$ cat src/common/uss_map.vh
// Register map, field positions and reset values of the slave transmitter.
// Assumes a 32-bit Avalon-MM bus with byte addresses, one word per register.
`ifndef USS_MAP_VH
`define USS_MAP_VH

// ==========================================================================
// Register byte offsets
`define USS_OFS_INT_CTL   8'h00
`define USS_OFS_PFLAG1    8'h04
`define USS_OFS_PEN1      8'h08
`define USS_OFS_RX_SC     8'h0c
`define USS_OFS_TX_SC     8'h10
`define USS_OFS_TX_BUF    8'h14
`define USS_OFS_RX_BUF    8'h18

// ==========================================================================
// Interrupt control fields
`define USS_INT_GIE       7
`define USS_INT_PERIPHERAL_INTERRUPT_ENABLE      6

// Peripheral flag and enable fields
`define USS_PF1_TXIF      4
`define USS_PE1_TXIE      4

// Receive status and control fields
`define USS_RX_PORT_ENABLE       7
`define USS_RX_SINGLE_RECEIVE_ENABLE       5
`define USS_RX_CONTINUOUS_RECEIVE_ENABLE       4

// Transmit status and control fields
`define USS_TX_CLOCK_SOURCE_MASTER_SELECT       7
`define USS_TX_TX9        6
`define USS_TX_TRANSMIT_ENABLE       5
`define USS_TX_SYNC       4
`define USS_TX_TRMT       1
`define USS_TX_TRANSMIT_NINTH_BIT       0

// ==========================================================================
// Reset values and writable masks
`define USS_RST_INT_CTL   8'h00
`define USS_RST_PEN1      8'h00
`define USS_RST_RX_SC     8'h00
`define USS_RST_TX_SC     8'h00
`define USS_RST_TX_BUF    8'h00
`define USS_WMASK_RX_SC   8'hf8
`define USS_WMASK_TX_SC   8'hfd

// Bits per word
`define USS_BITS_8        4'h8
`define USS_BITS_9        4'h9

`endif

$ cat src/logic/uss_sync2.v
// Two-stage synchroniser for levels entering the core clock domain.
// Assumes the input is a slow level; only the second stage is read.
`timescale 1ns/1ns

module uss_sync2 #(
  parameter WIDTH = 1
) (
  input  wire             core_clk,
  input  wire             arst_n,
  input  wire [WIDTH-1:0] async_in,
  output wire [WIDTH-1:0] sync_out
);

  reg [WIDTH-1:0] meta_reg;
  reg [WIDTH-1:0] sync_reg;

  // ========================================================================
  // Stage one feeds stage two and nothing else
  always @(posedge core_clk or negedge arst_n) begin
    if (!arst_n) begin
      meta_reg <= {WIDTH{1'b0}};
      sync_reg <= {WIDTH{1'b0}};
    end else begin
      meta_reg <= async_in;
      sync_reg <= meta_reg;
    end
  end

  assign sync_out = sync_reg;

endmodule // uss_sync2

$ cat src/logic/uss_transmit.v
// Synchronous slave transmit path of a serial port, with its registers.
// Assumes an Avalon-MM master on core_clk and an external master that
// drives the shift clock pin; pin inputs are asynchronous to core_clk.
//
// Behaviour
// RULE1: Slave mode is active when clocked mode is on and master select is 0.
// RULE2: The shift clock is taken from the clock pin, never generated here.
// RULE3: Shifting continues regardless of the core's low-power state.
// RULE4: Transmission runs the same way in and out of sleep.
// RULE5: A buffered word moves at once into the idle shift register.
// RULE6: A second word waits in the buffer while the first shifts out.
// RULE7: The buffer free flag stays low while a word waits in the buffer.
// RULE8: After the last bit the waiting word moves in and the flag rises.
// RULE9: With the interrupt enable set, a free buffer in sleep wakes the chip.
// RULE10: With global interrupts on, the interrupt requests the vector.
// RULE11: Software sets clocked mode and port enable and clears master select.
// RULE12: Software clears both receive enables before transmitting.
// RULE13: For nine bits software sets nine-bit select and loads the ninth bit.
// RULE14: With transmit enabled, loading the buffer starts a transmission.
// RULE15: Software sets global and peripheral enables at bits 7:6.
// RULE16: The external master gives one clock pulse per bit of each word.
// RULE17: Bits leave LSB first, one per external clock pulse.
`timescale 1ns/1ns
`include "uss_map.vh"

module uss_transmit #(
  parameter ADDR_W = 8
) (
  input  wire              core_clk,
  input  wire              arst_n,
  // Avalon-MM slave
  input  wire [ADDR_W-1:0] avs_address,
  input  wire              avs_read,
  input  wire              avs_write,
  input  wire [31:0]       avs_writedata,
  input  wire [3:0]        avs_byteenable,
  output wire [31:0]       avs_readdata,
  output wire              avs_waitrequest,
  // Core power state and interrupt requests
  input  wire              sleep_mode,
  output wire              wake_req,
  output wire              irq_vector,
  // Serial pins
  input  wire              shift_clock_pin,
  output wire              data_pin_out,
  output wire              data_pin_oe
);

  // ========================================================================
  // Declarations
  localparam [1:0] ST_IDLE  = 2'b01;
  localparam [1:0] ST_SHIFT = 2'b10;

  // Shift state and bus answer
  reg  [1:0]  state_reg;
  reg  [1:0]  state_next;
  reg         wait_reg;
  reg  [31:0] rdata_reg;
  // Software-visible registers
  reg  [7:0]  int_ctl_reg;
  reg  [7:0]  pen1_reg;
  reg  [7:0]  rx_sc_reg;
  reg  [7:0]  tx_sc_reg;
  // Transmit buffer and shift register
  reg  [7:0]  buf_data_reg;
  reg         buf_ninth_reg;
  reg         buf_full_reg;
  reg         buf_full_next;
  reg  [8:0]  tsr_reg;
  reg  [8:0]  tsr_next;
  reg  [3:0]  bits_left_reg;
  reg  [3:0]  bits_left_next;
  // Pin edge, pin drive and requests
  reg         ck_prev_reg;
  reg         oe_reg;
  reg         wake_reg;
  reg         vec_reg;
  // Combinational helpers
  reg  [7:0]  rd_mux;
  wire        ck_sync;
  wire        ck_fall;
  wire        slave_on;
  wire        take_word;
  wire        bus_req;
  wire        wr_go;
  wire        tx_busy;
  wire        buf_free;

  // ========================================================================
  // Clock pin synchroniser
  // The pin is asynchronous; two stages stand before any logic reads it
  uss_sync2 #(
    .WIDTH    (1)
  ) u_ck_sync (
    .core_clk (core_clk),
    .arst_n   (arst_n),
    .async_in (shift_clock_pin),
    .sync_out (ck_sync)
  );

  // Edge finder runs after both stages
  // A zero reset value can never fake a fall, whatever the pin does
  always @(posedge core_clk or negedge arst_n) begin
    if (!arst_n) begin
      ck_prev_reg <= 1'b0;
    end else begin
      ck_prev_reg <= ck_sync;
    end
  end

  // External master samples on its falling edge, so we move on after it
  assign ck_fall = ck_prev_reg & ~ck_sync; // RULE2

  // ========================================================================
  // Mode decode
  // Master clocking is not built here; with master select set, we stay idle
  // Receive enables are stored but unused: this path only transmits
  assign slave_on = rx_sc_reg[`USS_RX_PORT_ENABLE] &
                    tx_sc_reg[`USS_TX_SYNC] &
                    ~tx_sc_reg[`USS_TX_CLOCK_SOURCE_MASTER_SELECT] & // RULE1
                    tx_sc_reg[`USS_TX_TRANSMIT_ENABLE];   // RULE14

  assign tx_busy  = state_reg[1];
  assign buf_free = ~buf_full_reg;

  // ========================================================================
  // Avalon-MM handshake
  // One wait cycle, then a single cycle with waitrequest low
  // The write lands on the edge that ends the low cycle, so the master
  // must hold address and data until it sees waitrequest low
  assign bus_req = avs_read | avs_write;
  assign wr_go   = avs_write & ~wait_reg & avs_byteenable[0];

  always @(posedge core_clk or negedge arst_n) begin
    if (!arst_n) begin
      wait_reg <= 1'b1;
    end else if (bus_req && wait_reg) begin
      wait_reg <= 1'b0;
    end else begin
      wait_reg <= 1'b1;
    end
  end

  // Read data mux; unmapped and write-only words read as zero
  // Buffer words fall to the default; software cannot read back a load
  always @* begin
    rd_mux = 8'h00;
    case (avs_address)
      `USS_OFS_INT_CTL: begin
        rd_mux = int_ctl_reg;
      end
      `USS_OFS_PFLAG1: begin
        rd_mux[`USS_PF1_TXIF] = buf_free;
      end
      `USS_OFS_PEN1: begin
        rd_mux = pen1_reg;
      end
      `USS_OFS_RX_SC: begin
        rd_mux = rx_sc_reg;
      end
      `USS_OFS_TX_SC: begin
        rd_mux = tx_sc_reg;
        rd_mux[`USS_TX_TRMT] = ~tx_busy;
      end
      default: begin
        rd_mux = 8'h00;
      end
    endcase
  end

  // Read data is captured on the edge that drops waitrequest
  // Held between reads; writes never disturb it
  always @(posedge core_clk or negedge arst_n) begin
    if (!arst_n) begin
      rdata_reg <= 32'h0000_0000;
    end else if (avs_read && wait_reg) begin
      rdata_reg <= {24'h00_0000, rd_mux};
    end
  end

  assign avs_waitrequest = wait_reg;
  assign avs_readdata    = rdata_reg;

  // ========================================================================
  // Control registers
  // Software sets up mode, enables and receive bits; checked only by use
  // Unmapped offsets fall to the default and change nothing
  always @(posedge core_clk or negedge arst_n) begin
    if (!arst_n) begin
      int_ctl_reg <= `USS_RST_INT_CTL;
      pen1_reg    <= `USS_RST_PEN1;
      rx_sc_reg   <= `USS_RST_RX_SC;
      tx_sc_reg   <= `USS_RST_TX_SC;
    end else if (wr_go) begin
      case (avs_address)
        `USS_OFS_INT_CTL: begin
          int_ctl_reg <= avs_writedata[7:0]; // RULE15
        end
        `USS_OFS_PEN1: begin
          pen1_reg <= avs_writedata[7:0];
        end
        `USS_OFS_RX_SC: begin
          rx_sc_reg <= avs_writedata[7:0] & `USS_WMASK_RX_SC; // RULE12
        end
        `USS_OFS_TX_SC: begin
          tx_sc_reg <= avs_writedata[7:0] & `USS_WMASK_TX_SC; // RULE11
        end
        default: begin
          int_ctl_reg <= int_ctl_reg;
        end
      endcase
    end
  end

  // ========================================================================
  // Transmit buffer
  // The ninth bit is caught with the word, so it must be written first
  // Writing while full overwrites the waiting word without warning
  always @(posedge core_clk or negedge arst_n) begin
    if (!arst_n) begin
      buf_data_reg  <= `USS_RST_TX_BUF;
      buf_ninth_reg <= 1'b0;
    end else if (wr_go && avs_address == `USS_OFS_TX_BUF) begin
      buf_data_reg  <= avs_writedata[7:0];
      buf_ninth_reg <= tx_sc_reg[`USS_TX_TRANSMIT_NINTH_BIT]; // RULE13
    end
  end

  // Word moves to the shift register when it is empty or just finishing
  assign take_word = buf_full_reg & slave_on &
                     (state_reg[0] | (ck_fall && bits_left_reg == 4'h1));

  // A load in the same cycle as a transfer wins: the new word is kept
  always @* begin
    buf_full_next = buf_full_reg;
    if (take_word) begin
      buf_full_next = 1'b0; // RULE8
    end
    if (wr_go && avs_address == `USS_OFS_TX_BUF) begin
      buf_full_next = 1'b1; // RULE14
    end
  end

  always @(posedge core_clk or negedge arst_n) begin
    if (!arst_n) begin
      buf_full_reg <= 1'b0;
    end else begin
      buf_full_reg <= buf_full_next; // RULE7
    end
  end

  // ========================================================================
  // Shift machine
  // Runs on the pin's own pulses, so sleep does not stop it
  // The count reaches one on the last bit; the next fall ends the word
  // Word length is fixed at load, so a nine-bit change waits a word
  always @* begin
    state_next     = state_reg;
    tsr_next       = tsr_reg;
    bits_left_next = bits_left_reg;
    case (state_reg)
      ST_IDLE: begin
        if (take_word) begin
          tsr_next       = {buf_ninth_reg, buf_data_reg}; // RULE5
          bits_left_next = tx_sc_reg[`USS_TX_TX9] ? `USS_BITS_9
                                                  : `USS_BITS_8;
          state_next     = ST_SHIFT;
        end
      end
      ST_SHIFT: begin
        if (!slave_on) begin
          // Dropping an enable aborts the word in flight
          state_next     = ST_IDLE;
          bits_left_next = 4'h0;
        end else if (ck_fall) begin
          if (bits_left_reg == 4'h1) begin
            if (take_word) begin
              // Back-to-back words with no idle gap
              tsr_next       = {buf_ninth_reg, buf_data_reg}; // RULE8
              bits_left_next = tx_sc_reg[`USS_TX_TX9] ? `USS_BITS_9
                                                      : `USS_BITS_8;
            end else begin
              bits_left_next = 4'h0;
              state_next     = ST_IDLE;
            end
          end else begin
            tsr_next       = {1'b0, tsr_reg[8:1]}; // RULE17
            bits_left_next = bits_left_reg - 4'h1; // RULE6
          end
        end
      end
      default: begin
        state_next     = ST_IDLE;
        bits_left_next = 4'h0;
      end
    endcase
  end

  // Same path in and out of sleep
  always @(posedge core_clk or negedge arst_n) begin
    if (!arst_n) begin
      state_reg     <= ST_IDLE;
      tsr_reg       <= 9'h000;
      bits_left_reg <= 4'h0;
    end else begin
      state_reg     <= state_next; // RULE3
      tsr_reg       <= tsr_next;   // RULE4
      bits_left_reg <= bits_left_next;
    end
  end

  // ========================================================================
  // Data pin drive
  // The pin is driven whenever the slave transmitter is enabled
  // Limitation: between words the pin keeps showing the last bit sent
  always @(posedge core_clk or negedge arst_n) begin
    if (!arst_n) begin
      oe_reg <= 1'b0;
    end else begin
      oe_reg <= slave_on;
    end
  end

  assign data_pin_out = tsr_reg[0]; // RULE17
  assign data_pin_oe  = oe_reg;

  // ========================================================================
  // Interrupt requests
  // Wake needs only the local enable; the vector needs both global bits
  // Both are levels that drop as soon as the buffer is loaded again
  always @(posedge core_clk or negedge arst_n) begin
    if (!arst_n) begin
      wake_reg <= 1'b0;
      vec_reg  <= 1'b0;
    end else begin
      wake_reg <= sleep_mode & buf_free &
                  pen1_reg[`USS_PE1_TXIE]; // RULE9
      vec_reg  <= buf_free & pen1_reg[`USS_PE1_TXIE] &
                  int_ctl_reg[`USS_INT_PERIPHERAL_INTERRUPT_ENABLE] &
                  int_ctl_reg[`USS_INT_GIE]; // RULE10
    end
  end

  assign wake_req   = wake_reg;
  assign irq_vector = vec_reg;

endmodule // uss_transmit
$ cat config.mk
export PLATFORM = sky130hd
export DESIGN_NAME = uss_transmit
export DESIGN_NICKNAME = d
export VERILOG_FILES = /design/src/logic/uss_sync2.v /design/src/logic/uss_transmit.v
export VERILOG_INCLUDE_DIRS = /design/src /design/src/common
export SDC_FILE = /design/constraint.sdc
export NUM_CORES = 1
export LEC_CHECK = 0
export BUFFER_PORTS_ARGS = -buffer_cell sky130_fd_sc_hd__buf_4
export CAP_MARGIN = 10
export CORE_MARGIN = 8
export CORE_UTILIZATION = 28
export CTS_BUF_LIST = sky130_fd_sc_hd__clkbuf_8
export DETAILED_ROUTE_END_ITERATION = 8
export PLACE_DENSITY = 0.54
export SLEW_MARGIN = 20
export SYNTH_ARGS = -nofsm -noshare
export SYNTH_HDL_FRONTEND = slang
export SYNTH_HIERARCHICAL = 1
export SYNTH_SLANG_ARGS = --single-unit
$ cat constraint.sdc
create_clock -name core_clk -period 3.15 [get_ports core_clk]
set_input_delay 0.63 -clock core_clk [delete_from_list [all_inputs] [get_ports core_clk]]
set_output_delay 0.63 -clock core_clk [all_outputs]
set_load 0.005 [all_outputs]
==> results of run 1 <==
-- metrics by stage --
step	total power (W)	instances	setup slack, ns
after floorplan	0.000965	300	0.906
after global placement	0.00100	447	0.581
after detailed placement	0.00100	447	0.583
after CTS	0.00168	463	0.917
after global routing	0.00173	463	0.684
final	0.00166	463	0.923
-- worst min path at each step --
stage,cells after the start,to,startpoint,slack [ns]
final,0,u_ck_sync/sync_out,u_ck_sync/meta_reg,0.35
after detailed placement,0,u_ck_sync/sync_out,u_ck_sync/meta_reg,0.33
after floorplan,0,avs_readdata[0],arst_n,0.33
after global placement,0,u_ck_sync/sync_out,u_ck_sync/meta_reg,0.34
after global routing,0,u_ck_sync/sync_out,u_ck_sync/meta_reg,0.35
after CTS,0,u_ck_sync/sync_out,u_ck_sync/meta_reg,0.35
-- where the power goes --
part           internal (W)  leakage [nW]  switching, W   total, W
Sequential         0.000884         0.930    0.00000612   0.000890
Clock              0.000328        0.0876      0.000345   0.000673
Combinational     0.0000353         0.923     0.0000576  0.0000929
Total               0.00125          1.94      0.000408    0.00166
-- cell usage in the layout (no fill, tap or decap), types with 2 or more instances in the layout --
cell type / Yosys / layout
clkinvlp_4: 0 / 3
o31ai_1: 3 / 3
mux2_2: 36 / 36
nor2_1: 15 / 15
o211ai_1: 2 / 2
mux2i_1: 8 / 8
a31oi_1: 5 / 5
dfstp_2: 2 / 2
ha_1: 4 / 4
a22o_1: 9 / 9
clkbuf_8: 0 / 11
a21oi_1: 6 / 6
and4b_1: 2 / 2
conb_1: 1 / 24
nand2_1: 15 / 15
dfrtp_1: 66 / 66
nor2b_1: 4 / 4
inv_1: 8 / 8
a21o_1: 9 / 9
a2bb2oi_1: 4 / 4
nand2b_1: 3 / 3
a22oi_1: 2 / 2
a211oi_1: 2 / 2
buf_4: 26 / 36
o21ai_0: 12 / 12
nor3_1: 2 / 2
and2_1: 2 / 2
-- area by class of cell --
cell class / instances / share of cell area (%)
Inverter: 8 / 0.789
Clock buffer: 11 / 3.98
Timing Repair Buffer: 36 / 7.10
Tap cell: 143 / 4.70
Sequential cell: 68 / 44.8
Clock inverter: 5 / 0.953
Multi-Input combinational cell: 192 / 37.7
-- cell families after synthesis --
group                      Yosys count  synth area share (%)
AOI/OAI and AO/OA                   62                  13.3
DFF                                 68                  51.6
adders and majority gates            4                  1.51
other                                1                 0.113
and+or+nand+nor                     57                  10.9
muxes                               45                  15.0
buffers and inverters               40                  7.61
-- per-layer routing --
layer	wire, um	global-route usage (%)
met3	368	3.36
met4	101	4.04
met5	0	0
met1	3370	12.0
met2	3340	14.7
==> results.cfg, run 1 <==
[timing]
fmax_mhz = 449
slew_violations = 0
period_needed_ns = 2.23
clock_skew_ns = 0.0117
setup_viol = 0
timing.setup.tns_ns = 0
tightestPinTransition_ns = 0.883
period_share_pct = 70.7
fin_hold_ws_ns = 0.350
rsz0062_at_grt = false
max-slew-margin-rel_pct = 41.2
hold_violations = 0

[floorplan]
start_util_pct = 28.8
core_area_um2 = 11500
num_io_pins = 87
row_count = 39
fp.dieH_um = 125
dieArea_um2 = 15500
die_w_um = 125

[global_route]
grt_max_degree = 69
gr-total-overflow = 0
grt_pass1_vias = 2311
grt_use_total_pct = 9.60
grt_pass1_wl_mm = 12.0
antenna_found_initial = 0

[power_and_ir_drop]
cellPowerDensity_nw_per_um2 = 435
irDropWorstVdd_uv = 188
p_leak_nw = 1.94

[critical_path]
critPathMaxFanout = 9
r2r_end = tsr_reg[4]
crit_family = simple AND/OR/NAND/NOR gates
r2r-start = bits_left_reg[1]
critPathKind = reg2reg
r2r_setup_slack_ns = 0.92
r2r_cells = 7
crit_arrival_ns = 2.51
path_cells = inv_1 > ha_1 > nor3b_2 > a21oi_1 > nor4b_4 > a22o_1 > a21o_1
crit_path_end_kind = flip-flop
critPathLaunch = bits_left_reg[1]
critPathLaunchType = flip-flop
cpPeakStageDelay_ns = 0.52
critPathBufInv = 1
crit_end = tsr_reg[4]
crit_required_ns = 3.43
cpMaxStageDelayCell = nor4b_4
path_depth = 7

[cells_and_area]
largest_reg_flops = 9
drive_gt1_share_pct = 30.6
fin_util_pct = 33.2
syn_to_final_growth_pct = 15.2
design_area_um2 = 3810
nets = 369
n_fill_cell = 1169
multi_input_area_um2 = 1440
antenna_cells = 0
seqCellArea_um2 = 1700

[cts]
clock_path_buffers = 2
cts_num_sinks = 68
cts_resized = 0
ctsHtreeMaxLevel = 3
hold_buffers = 0
cts_root_buf = clkbuf_8
cts.clk_slew.worst_paths_ns = 0.07
clock_latency_ns = 0.34
postCtsSetupBuffers = 0
cts-buffers-inserted = 9
cts_tree = built

[yosys]
yosysTopAreaCell = dfrtp_1
yosysMostFrequentCell = dfrtp_1
postSynthCellCount = 277
syn_area_um2 = 3300
ys_seq_area_share_pct = 51.6
async_flop_share_pct = 100
synth_commonest_cells = dfrtp_1 (66), mux2_2 (36), buf_4 (26)
syn_avg_cell_area_um2 = 11.9
synth-main-ff-cell = dfrtp_1
yosysUniqueCellTypes = 50
synth_edf_count = 0
ys_top_cells_by_area = dfrtp_1 (50%), mux2_2 (12%), buf_4 (5.9%)
synth_top_area_share_pct = 50.0
yosysWarnings = 6
synth-seq-cells = 68

[route]
wl_per_cell_um = 15.5
vias_per_cell = 4.72
drt_iter0_drc = 97
via_count = 2187
detail_route.wirelength_mm = 7.18
drc = 0
ant_nets = 0
dr.pass1.iters = 4

[place]
post_dp_cell_area_um2 = 3620
hpwl_mm = 5.13
gp_congestion = 0.731
port_buffers = 35

[run_status]
status = complete, no violations

[worst_hold_path]
hp-class = reg2reg

[job]
maxCapViolCount = 0
(Power assumes the default switching activity.)
==> run 2, diff against run 1 <==
--- a/config.mk
+++ b/config.mk
@@ -12,7 +12,7 @@
 export CORE_UTILIZATION = 28
 export CTS_BUF_LIST = sky130_fd_sc_hd__clkbuf_8
 export DETAILED_ROUTE_END_ITERATION = 8
-export PLACE_DENSITY = 0.54
+export PLACE_DENSITY = 0.55
 export SLEW_MARGIN = 20
 export SYNTH_ARGS = -nofsm -noshare
 export SYNTH_HDL_FRONTEND = slang
==> constraint.sdc (replaced) <==
create_clock -name core_clk -period 2 [get_ports core_clk]
set_input_delay 0.4 -clock core_clk [delete_from_list [all_inputs] [get_ports core_clk]]
set_output_delay 0.4 -clock core_clk [all_outputs]
set_load 0.005 [all_outputs]
==> results.cfg, run 2 (synthesis results as in run 1) <==
[global_route]
gr-total-overflow = 0
grt_pass1_vias = 2361
grt_pass1_wl_mm = 11.9
antenna_found_initial = 0
grt_use_total_pct = 9.49
grt_max_degree = 30

[cells_and_area]
syn_to_final_growth_pct = 23.2
drive_gt1_share_pct = 36.6
nets = 393
layout_commonest_cell = dfrtp_1
largest_reg_flops = 9
layoutNonFillerInstCount = 487
n_fill_cell = 1122
antenna_cells = 0
layout_common_cells = dfrtp_1 (66), buf_4 (57), mux2_2 (36)

[power_and_ir_drop]
p_leak_nw = 2.09
cellPowerDensity_nw_per_um2 = 701
irDropWorstVdd_uv = 356

[critical_path]
r2r_cells = 8
critPathKind = reg2reg
critPathLaunchType = flip-flop
crit_required_ns = 2.28
r2r_end = tsr_reg[5]
crit_arrival_ns = 2.17
critPathMaxFanout = 9
r2r_setup_slack_ns = 0.12
r2r-start = state_reg[0]
crit_path_end_kind = flip-flop

[cts]
clock_path_buffers = 2
ctsHtreeMaxLevel = 3
cts_num_sinks = 68
cts_tree = built
cts_root_buf = clkbuf_8
cts-buffers-inserted = 9
cts.clk_slew.worst_paths_ns = 0.07
clock_latency_ns = 0.34

[route]
drc = 0
wl_per_cell_um = 14.7
detail_route.wirelength_mm = 7.14
via_count = 2267
ant_nets = 0
dr.pass1.iters = 4
vias_per_cell = 4.66
drt_iter0_drc = 99

[timing]
period_share_pct = 94.2
max-slew-margin-rel_pct = 65.4
tightestPinTransition_ns = 0.517
hold_violations = 0
setup_viol = 0
timing.setup.tns_ns = 0
fmax_mhz = 531
slew_violations = 0
period_needed_ns = 1.88
fin_ws_ns = 0.116
clock_skew_ns = 0.00941
fin_hold_ws_ns = 0.167
rsz0062_at_grt = false

[place]
gp_congestion = 0.802
hpwl_mm = 5.41
pre_cts_slack_ns = -0.156
port_buffers = 35
placed_cells = 470

[run_status]
status = complete, no violations

[worst_hold_path]
whs_path_depth = 1
hp-class = in2reg
hold_path_end = u_ck_sync/meta_reg
hold_start = shift_clock_pin

[job]
maxCapViolCount = 0

[floorplan]
dieArea_um2 = 15500
fp.dieH_um = 125
num_io_pins = 87
die_w_um = 125
start_util_pct = 28.8
core_area_um2 = 11500
row_count = 39
## run 2: power by group
| group | leakage [nW] | total (W) | internal (W) | switching (W) |
|---|---|---|---|---|
| registers | 0.930 | 0.00140 | 0.00139 | 0.00000960 |
| logic | 1.05 | 0.000159 | 0.0000649 | 0.0000936 |
| clock network | 0.117 | 0.00129 | 0.000746 | 0.000546 |
| total | 2.09 | 0.00285 | 0.00220 | 0.000649 |
## run 2: repair_timing
item | CTS | global route
setup endpoints to repair | 0 | 9
hold buffers | 1 | 0
buffers inserted | 0 | 0
endpoints found under the hold margin | 26 | 0
gates resized for setup | 0 | 6
## run 2: worst max-delay path by stage
stage	start	end	slack [ns]	depth (start not counted)
2_1_floorplan	avs_address[1]	rx_sc_reg[3]	-0.01	5
3_3_place_gp	avs_address[1]	int_ctl_reg[2]	-0.15	7
3_5_place_dp	avs_address[1]	rx_sc_reg[4]	-0.16	6
4_1_cts	bits_left_reg[1]	tsr_reg[5]	0.04	9
5_1_grt	state_reg[0]	tsr_reg[6]	0.006	8
6_report	state_reg[0]	tsr_reg[5]	0.12	8
## run 2: critical path: stages, from the launching register on
cell,delay [ns]
dfstp_2,0.58
inv_1,0.07
ha_2,0.24
nor2b_1,0.16
a31oi_2,0.08
nor4b_4,0.30
buf_6,0.17
a22o_1,0.15
a21o_1,0.08
## run 2: metal layers
metal	global-route usage (%)	up-vias	wire length (um)
met5	0	-	0
met4	5.53	0	161
met3	3.11	13	406
met2	14.3	49	3330
met1	11.6	1127	3240
li1	-	1078	-
## run 2: area by class of cell
class	instances	area (um2)	share of cell area (%)
sequential	68	1700	41.9
multi-input combinational	192	1460	35.8
timing repair buffer	60	469	11.5
tap	143	179	4.39
clock buffer	10	138	3.38
clock inverter	6	95.1	2.34
inverter	8	30.0	0.738
## run 2: through the flow
| step | cell area, um2 | power, W | util (%) |
|---|---|---|---|
| 2_1_floorplan | 3390 | 0.00152 | - |
| 3_3_place_gp | 3800 | 0.00159 | 33.2 |
| 3_5_place_dp | 3800 | 0.00159 | 33.2 |
| 4_1_cts | 4050 | 0.00289 | 35.3 |
| 5_1_grt | 4070 | 0.00297 | 35.5 |
| 6_report | 4070 | 0.00285 | 35.5 |
